$ cat src/shared/nrc_params.svh
// Offsets, field positions, reset values for the NMI control block.
// Assumes inclusion from the package, the design module and the bench only.
`ifndef NRC_PARAMS_SVH
`define NRC_PARAMS_SVH
`define NRC_OFF_NMI_CTRL   12'h000
`define NRC_OFF_LOCK       12'h004
`define NRC_OFF_CAUSE      12'h008
`define NRC_BIT_DEADMAN_TIMEOUT_FLAG       25
`define NRC_BIT_WATCHDOG_RUN_TIMEOUT_FLAG       24
`define NRC_BIT_SOFTWARE_NMI_TRIGGER      23
`define NRC_BIT_GEN        19
`define NRC_BIT_LVD        18
`define NRC_BIT_CF         17
`define NRC_BIT_WATCHDOG_SLEEP_TIMEOUT_FLAG       16
`define NRC_IMPL_MASK      32'h038fffff
`define NRC_FLAG_MASK      32'h030f0000
`define NRC_CNT_FLAG_MASK  32'h03000000
`define NRC_RESET_VAL      32'h00000000
`define NRC_UNLOCK_KEY1    32'haa996655
`define NRC_UNLOCK_KEY2    32'h556699aa
`define NRC_RST_PULSE      4'h4
`endif

$ cat src/shared/nrc_pkg.sv
// Types for the NMI control block.
// Assumes nrc_params.svh sits beside it.
`include "nrc_params.svh"
package nrc_pkg;
    typedef struct packed {
        logic deadman_timeout;
        logic watchdog_run_timeout;
        logic generic_event;
        logic low_voltage_event;
        logic clock_fail;
        logic clock_switch_start;
        logic watchdog_sleep_timeout;
    } nrc_events_t;
    typedef enum logic [2:0] {
        NRC_IDLE  = 3'b001,
        NRC_COUNT = 3'b010,
        NRC_RESET = 3'b100
    } nrc_state_t;
endpackage

$ cat src/hdl/nrc_nmi_ctrl.sv
// NMI control and status register with the NMI reset down-counter, APB slave.
// Assumes event inputs from other clock domains; each passes two flip-flops.
//
// Design decisions made here: the address map and the APB interface to the registers.
`timescale 1ns/1ps
`include "nrc_params.svh"

// Operation
// - Deadman expiry sets bit 25, raises NMI, starts reset countdown.
// - Writing one to bit 25 acts exactly like a deadman expiry.
// - Watchdog run time-out sets bit 24, NMI; writing one does likewise.
// - Writing one to bit 23 raises an NMI; writing zero does nothing.
// - Generic event sets bit 19 and raises NMI; writing one does likewise.
// - Low-voltage event sets bit 18 and raises NMI; writing one does likewise.
// - Clock failure sets bit 17 and raises NMI; software reads and clears it.
// - Writing one to bit 17 raises NMI without any clock switch.
// - Bit 17 clears when a valid clock switch sequence begins.
// - Sleep watchdog time-out sets bit 16 and wakes; writing one raises NMI.
// - Bits 15:0 hold the countdown reload in system clock cycles.
// - Clearing the triggering flag before zero cancels the device reset.
// - Reload of zero gives device reset with no delay.
// - Counter decrements once per cycle after trigger; at zero, resets device.
// - Only deadman and run watchdog events start the countdown.
// - Bits 31:26 and 22:20 read zero and ignore writes.
module nrc_nmi_ctrl
    import nrc_pkg::*;
(
    // Clock and reset
    input  wire logic        clk,
    input  wire logic        rstn,
    // APB slave
    input  wire logic        psel,
    input  wire logic        penable,
    input  wire logic        pwrite,
    input  wire logic [11:0] paddr,
    input  wire logic [31:0] pwdata,
    output logic      [31:0] prdata,
    output logic             pready,
    output logic             pslverr,
    // Event sources, asynchronous levels
    input  wire nrc_events_t events_in,
    // Outputs to CPU and reset logic
    output logic             nmi_req,
    output logic             sleep_wake,
    output logic             device_reset
);
    nrc_events_t ev_s1_q, ev_s2_q, ev_s3_q;
    logic [31:0] ctrl_q, ctrl_d;
    logic [15:0] cnt_q, cnt_d;
    logic [1:0]  unlock_q, unlock_d;
    logic [3:0]  rst_cnt_q, rst_cnt_d;
    logic        software_nmi_trigger_q, wake_q;
    logic [31:0] prdata_d;
    nrc_state_t  state_q, state_d;

    // Address match against one register offset
    function automatic logic nrc_hit(input logic [11:0] addr, input logic [11:0] off);
        return addr == off;
    endfunction

    // Any of the selected flag bits set
    function automatic logic nrc_any(input logic [31:0] word, input logic [31:0] mask);
        return |(word & mask);
    endfunction

    // Two-flop synchroniser for the asynchronous event levels
    always_ff @(posedge clk or negedge rstn) begin
        if (!rstn) begin
            ev_s1_q <= '0;
            ev_s2_q <= '0;
        end else begin
            ev_s1_q <= events_in;
            ev_s2_q <= ev_s1_q;
        end
    end

    // Delayed copy of the synchronised levels for edge detect
    always_ff @(posedge clk or negedge rstn) begin
        if (!rstn) begin
            ev_s3_q <= '0;
        end else begin
            ev_s3_q <= ev_s2_q;
        end
    end

    // Rising edges of synchronised events
    wire nrc_events_t ev_rise   = ev_s2_q & ~ev_s3_q;
    // Bus decode
    wire              acc       = psel && penable;
    wire              wr        = acc && pwrite;
    wire              hit_ctrl  = nrc_hit(paddr, `NRC_OFF_NMI_CTRL);
    wire              hit_lock  = nrc_hit(paddr, `NRC_OFF_LOCK);
    wire              hit_cause = nrc_hit(paddr, `NRC_OFF_CAUSE);
    wire              mapped    = hit_ctrl | hit_lock | hit_cause;
    wire              unlocked  = (unlock_q == 2'd2);
    wire              wr_ctrl   = wr && hit_ctrl && unlocked;
    wire [31:0]       wmask     = wr_ctrl ? (pwdata & `NRC_IMPL_MASK) : 32'h0;
    wire              sw_trig   = wr_ctrl && pwdata[`NRC_BIT_SOFTWARE_NMI_TRIGGER];
    // Countdown triggers: hardware edge or written one
    wire              cnt_trig  = ev_rise.deadman_timeout | ev_rise.watchdog_run_timeout |
                                  nrc_any(wmask, `NRC_CNT_FLAG_MASK);
    wire              cnt_flag  = nrc_any(ctrl_q, `NRC_CNT_FLAG_MASK);

    // Bus phase and status selection
    wire              setup     = psel && !penable;
    wire              rd_setup  = setup && !pwrite;
    wire              err_setup = setup && !mapped;
    wire              any_flag  = nrc_any(ctrl_d, `NRC_FLAG_MASK);
    wire              nmi_next  = any_flag | sw_trig | software_nmi_trigger_q;
    wire [15:0]       reload    = ctrl_d[15:0];
    wire              reload_0  = (reload == 16'h0);
    wire              cnt_last  = (cnt_q <= 16'h1);
    wire              rst_next  = (state_d == NRC_RESET);

    // Sticky flags: hardware set beats software clear
    always_comb begin
        ctrl_d = ctrl_q;
        if (wr_ctrl) begin
            ctrl_d = pwdata & `NRC_IMPL_MASK & ~(32'h1 << `NRC_BIT_SOFTWARE_NMI_TRIGGER);
        end
        if (ev_rise.clock_switch_start) begin
            ctrl_d[`NRC_BIT_CF] = 1'b0;
        end
        if (ev_rise.deadman_timeout) begin
            ctrl_d[`NRC_BIT_DEADMAN_TIMEOUT_FLAG] = 1'b1;
        end
        if (ev_rise.watchdog_run_timeout) begin
            ctrl_d[`NRC_BIT_WATCHDOG_RUN_TIMEOUT_FLAG] = 1'b1;
        end
        if (ev_rise.generic_event) begin
            ctrl_d[`NRC_BIT_GEN] = 1'b1;
        end
        if (ev_rise.low_voltage_event) begin
            ctrl_d[`NRC_BIT_LVD] = 1'b1;
        end
        if (ev_rise.clock_fail) begin
            ctrl_d[`NRC_BIT_CF] = 1'b1;
        end
        if (ev_rise.watchdog_sleep_timeout) begin
            ctrl_d[`NRC_BIT_WATCHDOG_SLEEP_TIMEOUT_FLAG] = 1'b1;
        end
    end

    // Unlock sequence: two key words in order, any other lock write relocks
    always_comb begin
        unlock_d = unlock_q;
        if (wr && hit_lock) begin
            if (pwdata == `NRC_UNLOCK_KEY1) begin
                unlock_d = 2'd1;
            end else if (pwdata == `NRC_UNLOCK_KEY2 && unlock_q == 2'd1) begin
                unlock_d = 2'd2;
            end else begin
                unlock_d = 2'd0;
            end
        end
    end

    // Countdown state machine
    always_comb begin
        state_d   = state_q;
        cnt_d     = cnt_q;
        rst_cnt_d = rst_cnt_q;
        case (state_q)
            NRC_IDLE: begin
                if (cnt_trig) begin
                    cnt_d = reload;
                    if (reload_0) begin
                        state_d   = NRC_RESET;
                        rst_cnt_d = `NRC_RST_PULSE;
                    end else begin
                        state_d = NRC_COUNT;
                    end
                end
            end
            NRC_COUNT: begin
                if (!cnt_flag) begin
                    state_d = NRC_IDLE;
                end else if (cnt_last) begin
                    cnt_d     = 16'h0;
                    state_d   = NRC_RESET;
                    rst_cnt_d = `NRC_RST_PULSE;
                end else begin
                    cnt_d = cnt_q - 16'h1;
                end
            end
            NRC_RESET: begin
                if (rst_cnt_q == 4'h0) begin
                    state_d = NRC_IDLE;
                end else begin
                    rst_cnt_d = rst_cnt_q - 4'h1;
                end
            end
            default: state_d = NRC_IDLE;
        endcase
    end

    // Read data mux; unmapped reads zero with error
    always_comb begin
        prdata_d = 32'h0;
        if (hit_ctrl) begin
            prdata_d = ctrl_q & `NRC_IMPL_MASK;
        end else if (hit_lock) begin
            prdata_d = {31'h0, unlocked};
        end else if (hit_cause) begin
            prdata_d = {16'h0, cnt_q};
        end
    end

    // Control and status flags
    always_ff @(posedge clk or negedge rstn) begin
        if (!rstn) begin
            ctrl_q <= `NRC_RESET_VAL;
        end else begin
            ctrl_q <= ctrl_d;
        end
    end

    // Countdown state and reset pulse length
    always_ff @(posedge clk or negedge rstn) begin
        if (!rstn) begin
            state_q   <= NRC_IDLE;
            rst_cnt_q <= 4'h0;
        end else begin
            state_q   <= state_d;
            rst_cnt_q <= rst_cnt_d;
        end
    end

    // Reset delay down-counter
    always_ff @(posedge clk or negedge rstn) begin
        if (!rstn) begin
            cnt_q <= 16'h0;
        end else begin
            cnt_q <= cnt_d;
        end
    end

    // Unlock progress
    always_ff @(posedge clk or negedge rstn) begin
        if (!rstn) begin
            unlock_q <= 2'd0;
        end else begin
            unlock_q <= unlock_d;
        end
    end

    // Stretch of the software trigger to two cycles
    always_ff @(posedge clk or negedge rstn) begin
        if (!rstn) begin
            software_nmi_trigger_q <= 1'b0;
        end else begin
            software_nmi_trigger_q <= sw_trig;
        end
    end

    // Sleep time-out edge, staged toward the wake output
    always_ff @(posedge clk or negedge rstn) begin
        if (!rstn) begin
            wake_q <= 1'b0;
        end else begin
            wake_q <= ev_rise.watchdog_sleep_timeout;
        end
    end

    // Read data, valid in the access cycle only
    always_ff @(posedge clk or negedge rstn) begin
        if (!rstn) begin
            prdata <= 32'h0;
        end else begin
            prdata <= rd_setup ? prdata_d : 32'h0;
        end
    end

    // Zero-wait ready and error for unmapped offsets
    always_ff @(posedge clk or negedge rstn) begin
        if (!rstn) begin
            pready  <= 1'b0;
            pslverr <= 1'b0;
        end else begin
            pready  <= setup;
            pslverr <= err_setup;
        end
    end

    // NMI request level toward the CPU
    always_ff @(posedge clk or negedge rstn) begin
        if (!rstn) begin
            nmi_req <= 1'b0;
        end else begin
            nmi_req <= nmi_next;
        end
    end

    // Wake pulse and device reset level
    always_ff @(posedge clk or negedge rstn) begin
        if (!rstn) begin
            sleep_wake   <= 1'b0;
            device_reset <= 1'b0;
        end else begin
            sleep_wake   <= wake_q;
            device_reset <= rst_next;
        end
    end
endmodule

$ cat config.mk
export PLATFORM = sky130hd
export DESIGN_NAME = nrc_nmi_ctrl
export DESIGN_NICKNAME = d
export VERILOG_FILES = /design/src/shared/nrc_pkg.sv /design/src/hdl/nrc_nmi_ctrl.sv
export VERILOG_INCLUDE_DIRS = /design/src /design/src/shared
export SDC_FILE = /design/constraint.sdc
export NUM_CORES = 1
export LEC_CHECK = 0
export ABC_CLOCK_PERIOD_IN_PS = 2510
export BUFFER_PORTS_ARGS = -buffer_cell sky130_fd_sc_hd__buf_2
export CORE_UTILIZATION = 54
export CTS_CLUSTER_DIAMETER = 200
export CTS_CLUSTER_SIZE = 40
export DETAILED_ROUTE_END_ITERATION = 8
export PLACE_DENSITY = 0.78
export SLEW_MARGIN = 20
export SYNTH_ARGS = -nofsm -noshare
export SYNTH_HDL_FRONTEND = slang
export SYNTH_SLANG_ARGS = --single-unit
$ cat constraint.sdc
create_clock -name clk -period 2.51 [get_ports clk]
set_clock_uncertainty 0.05 [all_clocks]
set_input_delay 0.6275 -clock clk [delete_from_list [all_inputs] [get_ports clk]]
set_output_delay 0.6275 -clock clk [all_outputs]
set_load 0.02 [all_outputs]
# Yosys cells after proc, flatten, opt, wreduce, memory -nomap -nowiden
# Index checks and enable logic that the tools add are counted.
[totals]
ff_bits = 107
latch_bits = 0
ramBits = 0
rom_bits = 0
inputBits = 56
wordCells = 114
n_memories = 0
[op_classes]
add_sub_neg = 2
mul = 0
n_div = 0
n_lt_le_gt_ge = 1
n_eq_ne = 15
n_shift = 0
n_mux = 31
bitwise_logic = 8
reduce_logical = 23
[ops]
columns = ["cell", "n"]
rows = [
  ["two-way mux 16 bit", 5],
  ["two-way mux 26 bit", 3],
  ["== test 32 x 31 -> 1 bit (second input constant)", 1],
  ["== test 32 bit (second input constant)", 1],
  ["two-way mux 32 bit", 1],
  ["case mux 16 bit (2 select lines)", 1],
  ["two-way mux 4 bit", 5],
  ["<= comparator 16 x 1 -> 1 bit (second input constant)", 1],
  ["zero test 16 bit", 1],
  ["subtractor 16 x 1 -> 16 bit (second input constant)", 1],
  ["two-way mux 3 bit", 5],
  ["== test 12 x 3 -> 1 bit (second input constant)", 1],
  ["== test 12 x 4 -> 1 bit (second input constant)", 1],
  ["zero test 12 bit", 1],
  ["case mux 4 bit (3 select lines)", 1],
  ["logical AND 1 bit", 10],
  ["!= test 2 bit (second input constant)", 5],
  ["case mux 3 bit (3 select lines)", 1],
  ["AND 7 bit", 1],
  ["two-way mux 1 bit", 7],
  ["inverter 7 bit", 1],
  ["== test 3 bit (second input constant)", 2],
  ["bitwise OR 1 bit", 6],
  ["AND reduction 6 bit", 1],
  ["other kinds (13)", 17],
]

# Logic depth before layout (Yosys ltp)
[logic_depth]
word_depth = 10
ltp_mapped = 9

# Least setup slack after synthesis
# Ideal clock, no wire load.
[synth_timing]
kind = "input to register"
startpoint = "input port paddr[7]"
endpoint = "register nmi_req"
setup_ns = 0.138
arrival_ns = 2.722
required_ns = 2.322
slack_ns = -0.400
stages = 6
n_path_buf = 0
cell_sequence = "or4_4 > or3_1 > nor4_2 > mux2i_1 > o22ai_1 > or4_1"
[synth_between]
elab_chain_len = 9
elab_cells_between_ends = 15
cone_classes = "mux: 8; bitwise: 2; reduce/logical: 5"
[synth_rtl]
columns = ["item", "line_no", "source"]
rows = [
  ["start: declaration", "nrc_nmi_ctrl.sv:35", "input wire logic [11:0] paddr,"],
  ["zero test 12 bit", "nrc_nmi_ctrl.sv:58", "return addr == off;"],
  ["logical AND 1 bit (2 in series)", "nrc_nmi_ctrl.sv:96", "wire wr_ctrl = wr && hit_ctrl && unlocked;"],
  ["two-way mux 26 bit", "nrc_nmi_ctrl.sv:118", "if (wr_ctrl) begin"],
  ["two-way mux 1 bit", "nrc_nmi_ctrl.sv:121", "if (ev_rise.clock_switch_start) begin"],
  ["two-way mux 1 bit", "nrc_nmi_ctrl.sv:136", "if (ev_rise.clock_fail) begin"],
  ["net ctrl_d[17]", "nrc_nmi_ctrl.sv:48", "logic [31:0] ctrl_q, ctrl_d;"],
  ["OR reduction 6 bit", "nrc_nmi_ctrl.sv:63", "return |(word & mask);"],
  ["bitwise OR 1 bit (2 in series)", "nrc_nmi_ctrl.sv:109", "wire nmi_next = any_flag | sw_trig | software_nmi_trigger_q;"],
  ["net nmi_next", "nrc_nmi_ctrl.sv:109", ""],
  ["end signal: assignment", "nrc_nmi_ctrl.sv:290", "nmi_req <= nmi_next;"],
  ["end: declaration", "nrc_nmi_ctrl.sv:43", "output logic nmi_req,"],
]
# The timed path passes the listed nets, and every way through them passes these cells.
# A chain may end at the register's enable or synchronous reset.

# Final worst setup path
# Ends and elaborated chain as after synthesis.

==> flow_metrics.py <==
metrics = {
    "status": {
        "status": "finished with violations",
        "violations": "negative setup slack",
    },
    "clocking": {
        "h-tree-depth": 3,
        "cts_tree": "done",
        "cts_sinks": 97,
        "numCtsBuffers": 9,
        "cts_buffer_depth": 2,
        "hold_buffers": 0,
        "cts-root-buf": "clkbuf_8",
        "clock_latency_ns": 0.38,
        "path_clk_slew_ns": 0.11,
    },
    "global_routing": {
        "antenna_found_initial": 0,
        "grt_start_max_net_pins": 44,
        "overflow": 0,
        "grt_pass1_vias": 3568,
        "grt.total_usage_pct": 27.9,
        "grt_pass1_wl_mm": 17.8,
    },
    "place": {
        "dp_cells": 628,
        "io_buffers": 82,
        "hpwl_mm": 8.32,
        "placed_area_um2": 5160,
        "place.gp.congestion": 0.961,
    },
    "finish": {
        "final_cell_mix": "dfrtp_1, buf_2, nand2_1",
        "final_nets": 597,
        "multi_input_area_um2": 1830,
        "antenna_cells": 0,
        "synthToLayoutAreaGrowth_pct": 23.9,
        "fin_area_um2": 5400,
        "register_area_um2": 2430,
        "final_core_util_pct": 69.5,
        "stdcell_count": 645,
        "nFillCells": 606,
        "final_common_cell": "dfrtp_1",
        "drive_gt1_share_pct": 29.7,
    },
    "synth": {
        "ys.warnings.count": 0,
        "synth-seq-cells": 97,
        "postSynthAreaPerCell_um2": 10.4,
        "ys_types": 54,
        "yosys.area.top_type_share_pct": 55.2,
        "synth-async-reset-ratio_pct": 100,
        "ys_seq_area_share_pct": 55.8,
        "synth_edf_count": 0,
        "synth_area_leader_cell": "dfrtp_1",
        "syn-instance-count": 417,
        "ys.flop_type": "dfrtp_1",
        "synth_area_leaders": "dfrtp_1, mux2i_1, nand2_1",
        "netlist_area_um2": 4350,
    },
    "sta": {
        "setup_ws_ns": -0.0251,
        "hold_ws_ns": 0.116,
        "worst_pin_slew_ns": 0.536,
        "setup_viol": 1,
        "fin_crit_sh_pct": 101,
        "post-route-min-period_ns": 2.54,
        "slew_headroom_pct": 63.9,
        "fmax_mhz": 394,
        "grt_setup_unrepaired": "true",
        "hold_viol": 0,
        "report.final.slew_viol_count": 0,
    },
    "route": {
        "drt_iter0_drc": 368,
        "wl_per_cell_um": 17.3,
        "vias": 3724,
        "via_per_inst": 5.77,
        "postRouteAntennaNets": 0,
        "wl_mm": 11.2,
        "first_pass_iters": 5,
        "drcViolationCount": 0,
    },
    "critical_path": {
        "start_kind": "primary input",
        "path_delay_family": "simple AND/OR/NAND/NOR gates",
        "endpoint_kind": "flop",
        "path_buf_inv": 2,
        "worstSetupPathDepth": 8,
        "cp.required_ns": 2.71,
        "max_stage_delay_ns": 0.53,
        "crit_type": "in -> reg",
        "crit_chain": "buf_6 -> or4_4 -> or3_4 -> nor4_4 -> buf_4 -> mux2i_1 -> o22ai_1 -> or4_1",
        "slowest_stage": "or4_4",
        "cp_max_fo": 3,
        "worstPathArrival_ns": 2.74,
        "r2r_cells": 6,
    },
    "run": {
        "drv_cap": 0,
    },
    "die": {
        "fp.dieW_um": 91.8,
        "core-area_um2": 7770,
        "num_io_pins": 93,
        "die_h_um": 91.8,
        "start_util_pct": 56.1,
        "rows": 32,
        "die_area_um2": 8430,
    },
    "power_and_ir_drop": {
        "power.total_w": 0.00347,
        "leakage_nw": 2.70,
        "ir_drop_v": 0.000362,
        "power_density_nw_per_um2": 642,
    },
    "min_path": {
        "hp-class": "in -> async",
    },
}
## area by class of cell
class | instances | area share [%]
timing repair buffer | 121 | 13.7
inverter | 16 | 1.11
sequential | 97 | 45.0
tap | 102 | 2.37
clock inverter | 7 | 1.51
multi-input combinational | 293 | 34.0
clock buffer | 9 | 2.30
## sequential cells by signal, indices dropped and copies added, names as in the netlist
register,cells
sleep_wake,1
wake_q,1
ev_s2_q,7
pready,1
device_reset,1
pslverr,1
cnt_q,16
ev_s3_q,7
ev_s1_q,7
unlock_q,2
prdata,22
rst_cnt_q,4
software_nmi_trigger_q,1
state_q,3
ctrl_q,22
nmi_req,1
## timing repair
action                                 4_1_cts  5_1_grt
buffers inserted                             1        0
gates cloned                                 0        0
endpoints found under the hold margin        0        0
setup endpoints to repair                    1        4
pin swaps                                    3        0
resized for setup                            2        4
## power breakdown
| group | switching, W | total [W] | internal [W] |
|---|---|---|---|
| Combinational | 0.000463 | 0.000746 | 0.000284 |
| Clock | 0.000630 | 0.00103 | 0.000400 |
| Sequential | 0.0000438 | 0.00169 | 0.00165 |
| Total | 0.00114 | 0.00347 | 0.00233 |
## cells in the mapped netlist, types with 4 or more instances
library cell  instances
dfrtp_1              96
nor3_1               11
a21oi_1              19
buf_4                10
o21ai_1               7
nand4b_1              6
clkbuf_1              8
mux2i_1              25
nor2_1               41
or3_1                 4
inv_1                16
nor4_1               12
o221ai_1              5
nand2b_1              7
nand4_1               7
nand3_1               8
o21ai_0              21
nand2_1              43
mux2_2                4
and2_1                8
nor2b_1               4
## routing by layer
layer	GRT usage (%)	share of wire, %
met5	0	0
met4	13.5	4.0
met3	4.73	6.1
met2	43.3	46
met1	38.4	44
## per-stage QoR
| stage | setup TNS (ns) | setup WS, ns |
|---|---|---|
| floorplan | -2.93 | -0.340 |
| global placement | -6.36 | -0.506 |
| detailed placement | -7.66 | -0.580 |
| CTS | 0 | 0.00749 |
| global route | -0.0529 | -0.0529 |
| finish | -0.0251 | -0.0251 |
## logic make-up after synthesis
| group | after synthesis | share of synthesized area (%) |
|---|---|---|
| AOI/OAI and AO/OA | 77 | 11.1 |
| adders and majority gates | 3 | 0.862 |
| buffers and inverters | 36 | 4.02 |
| DFF | 97 | 55.8 |
| muxes | 29 | 6.78 |
| other | 1 | 0.0861 |
| and+or+nand+nor | 174 | 21.4 |
## path summary, 6_finish.rpt
kind                                               from                   end  slack [ns]
worst max-delay path                           paddr[7]     nmi_req$_DFF_PN0_       -0.03
max in group asynchronous                          rstn   ctrl_q[1]$_DFF_PN0_        1.63
min in group clk                           events_in[4]  ev_s1_q[4]$_DFF_PN0_        0.30
worst min register to register     ev_s1_q[1]$_DFF_PN0_  ev_s2_q[1]$_DFF_PN0_        0.31
worst max register to register  unlock_q[0]$_DFFE_PN0P_     nmi_req$_DFF_PN0_        0.13
worst min-delay path                               rstn  sleep_wake$_DFF_PN0_        0.12
Power figures use the tool's default switching activity.
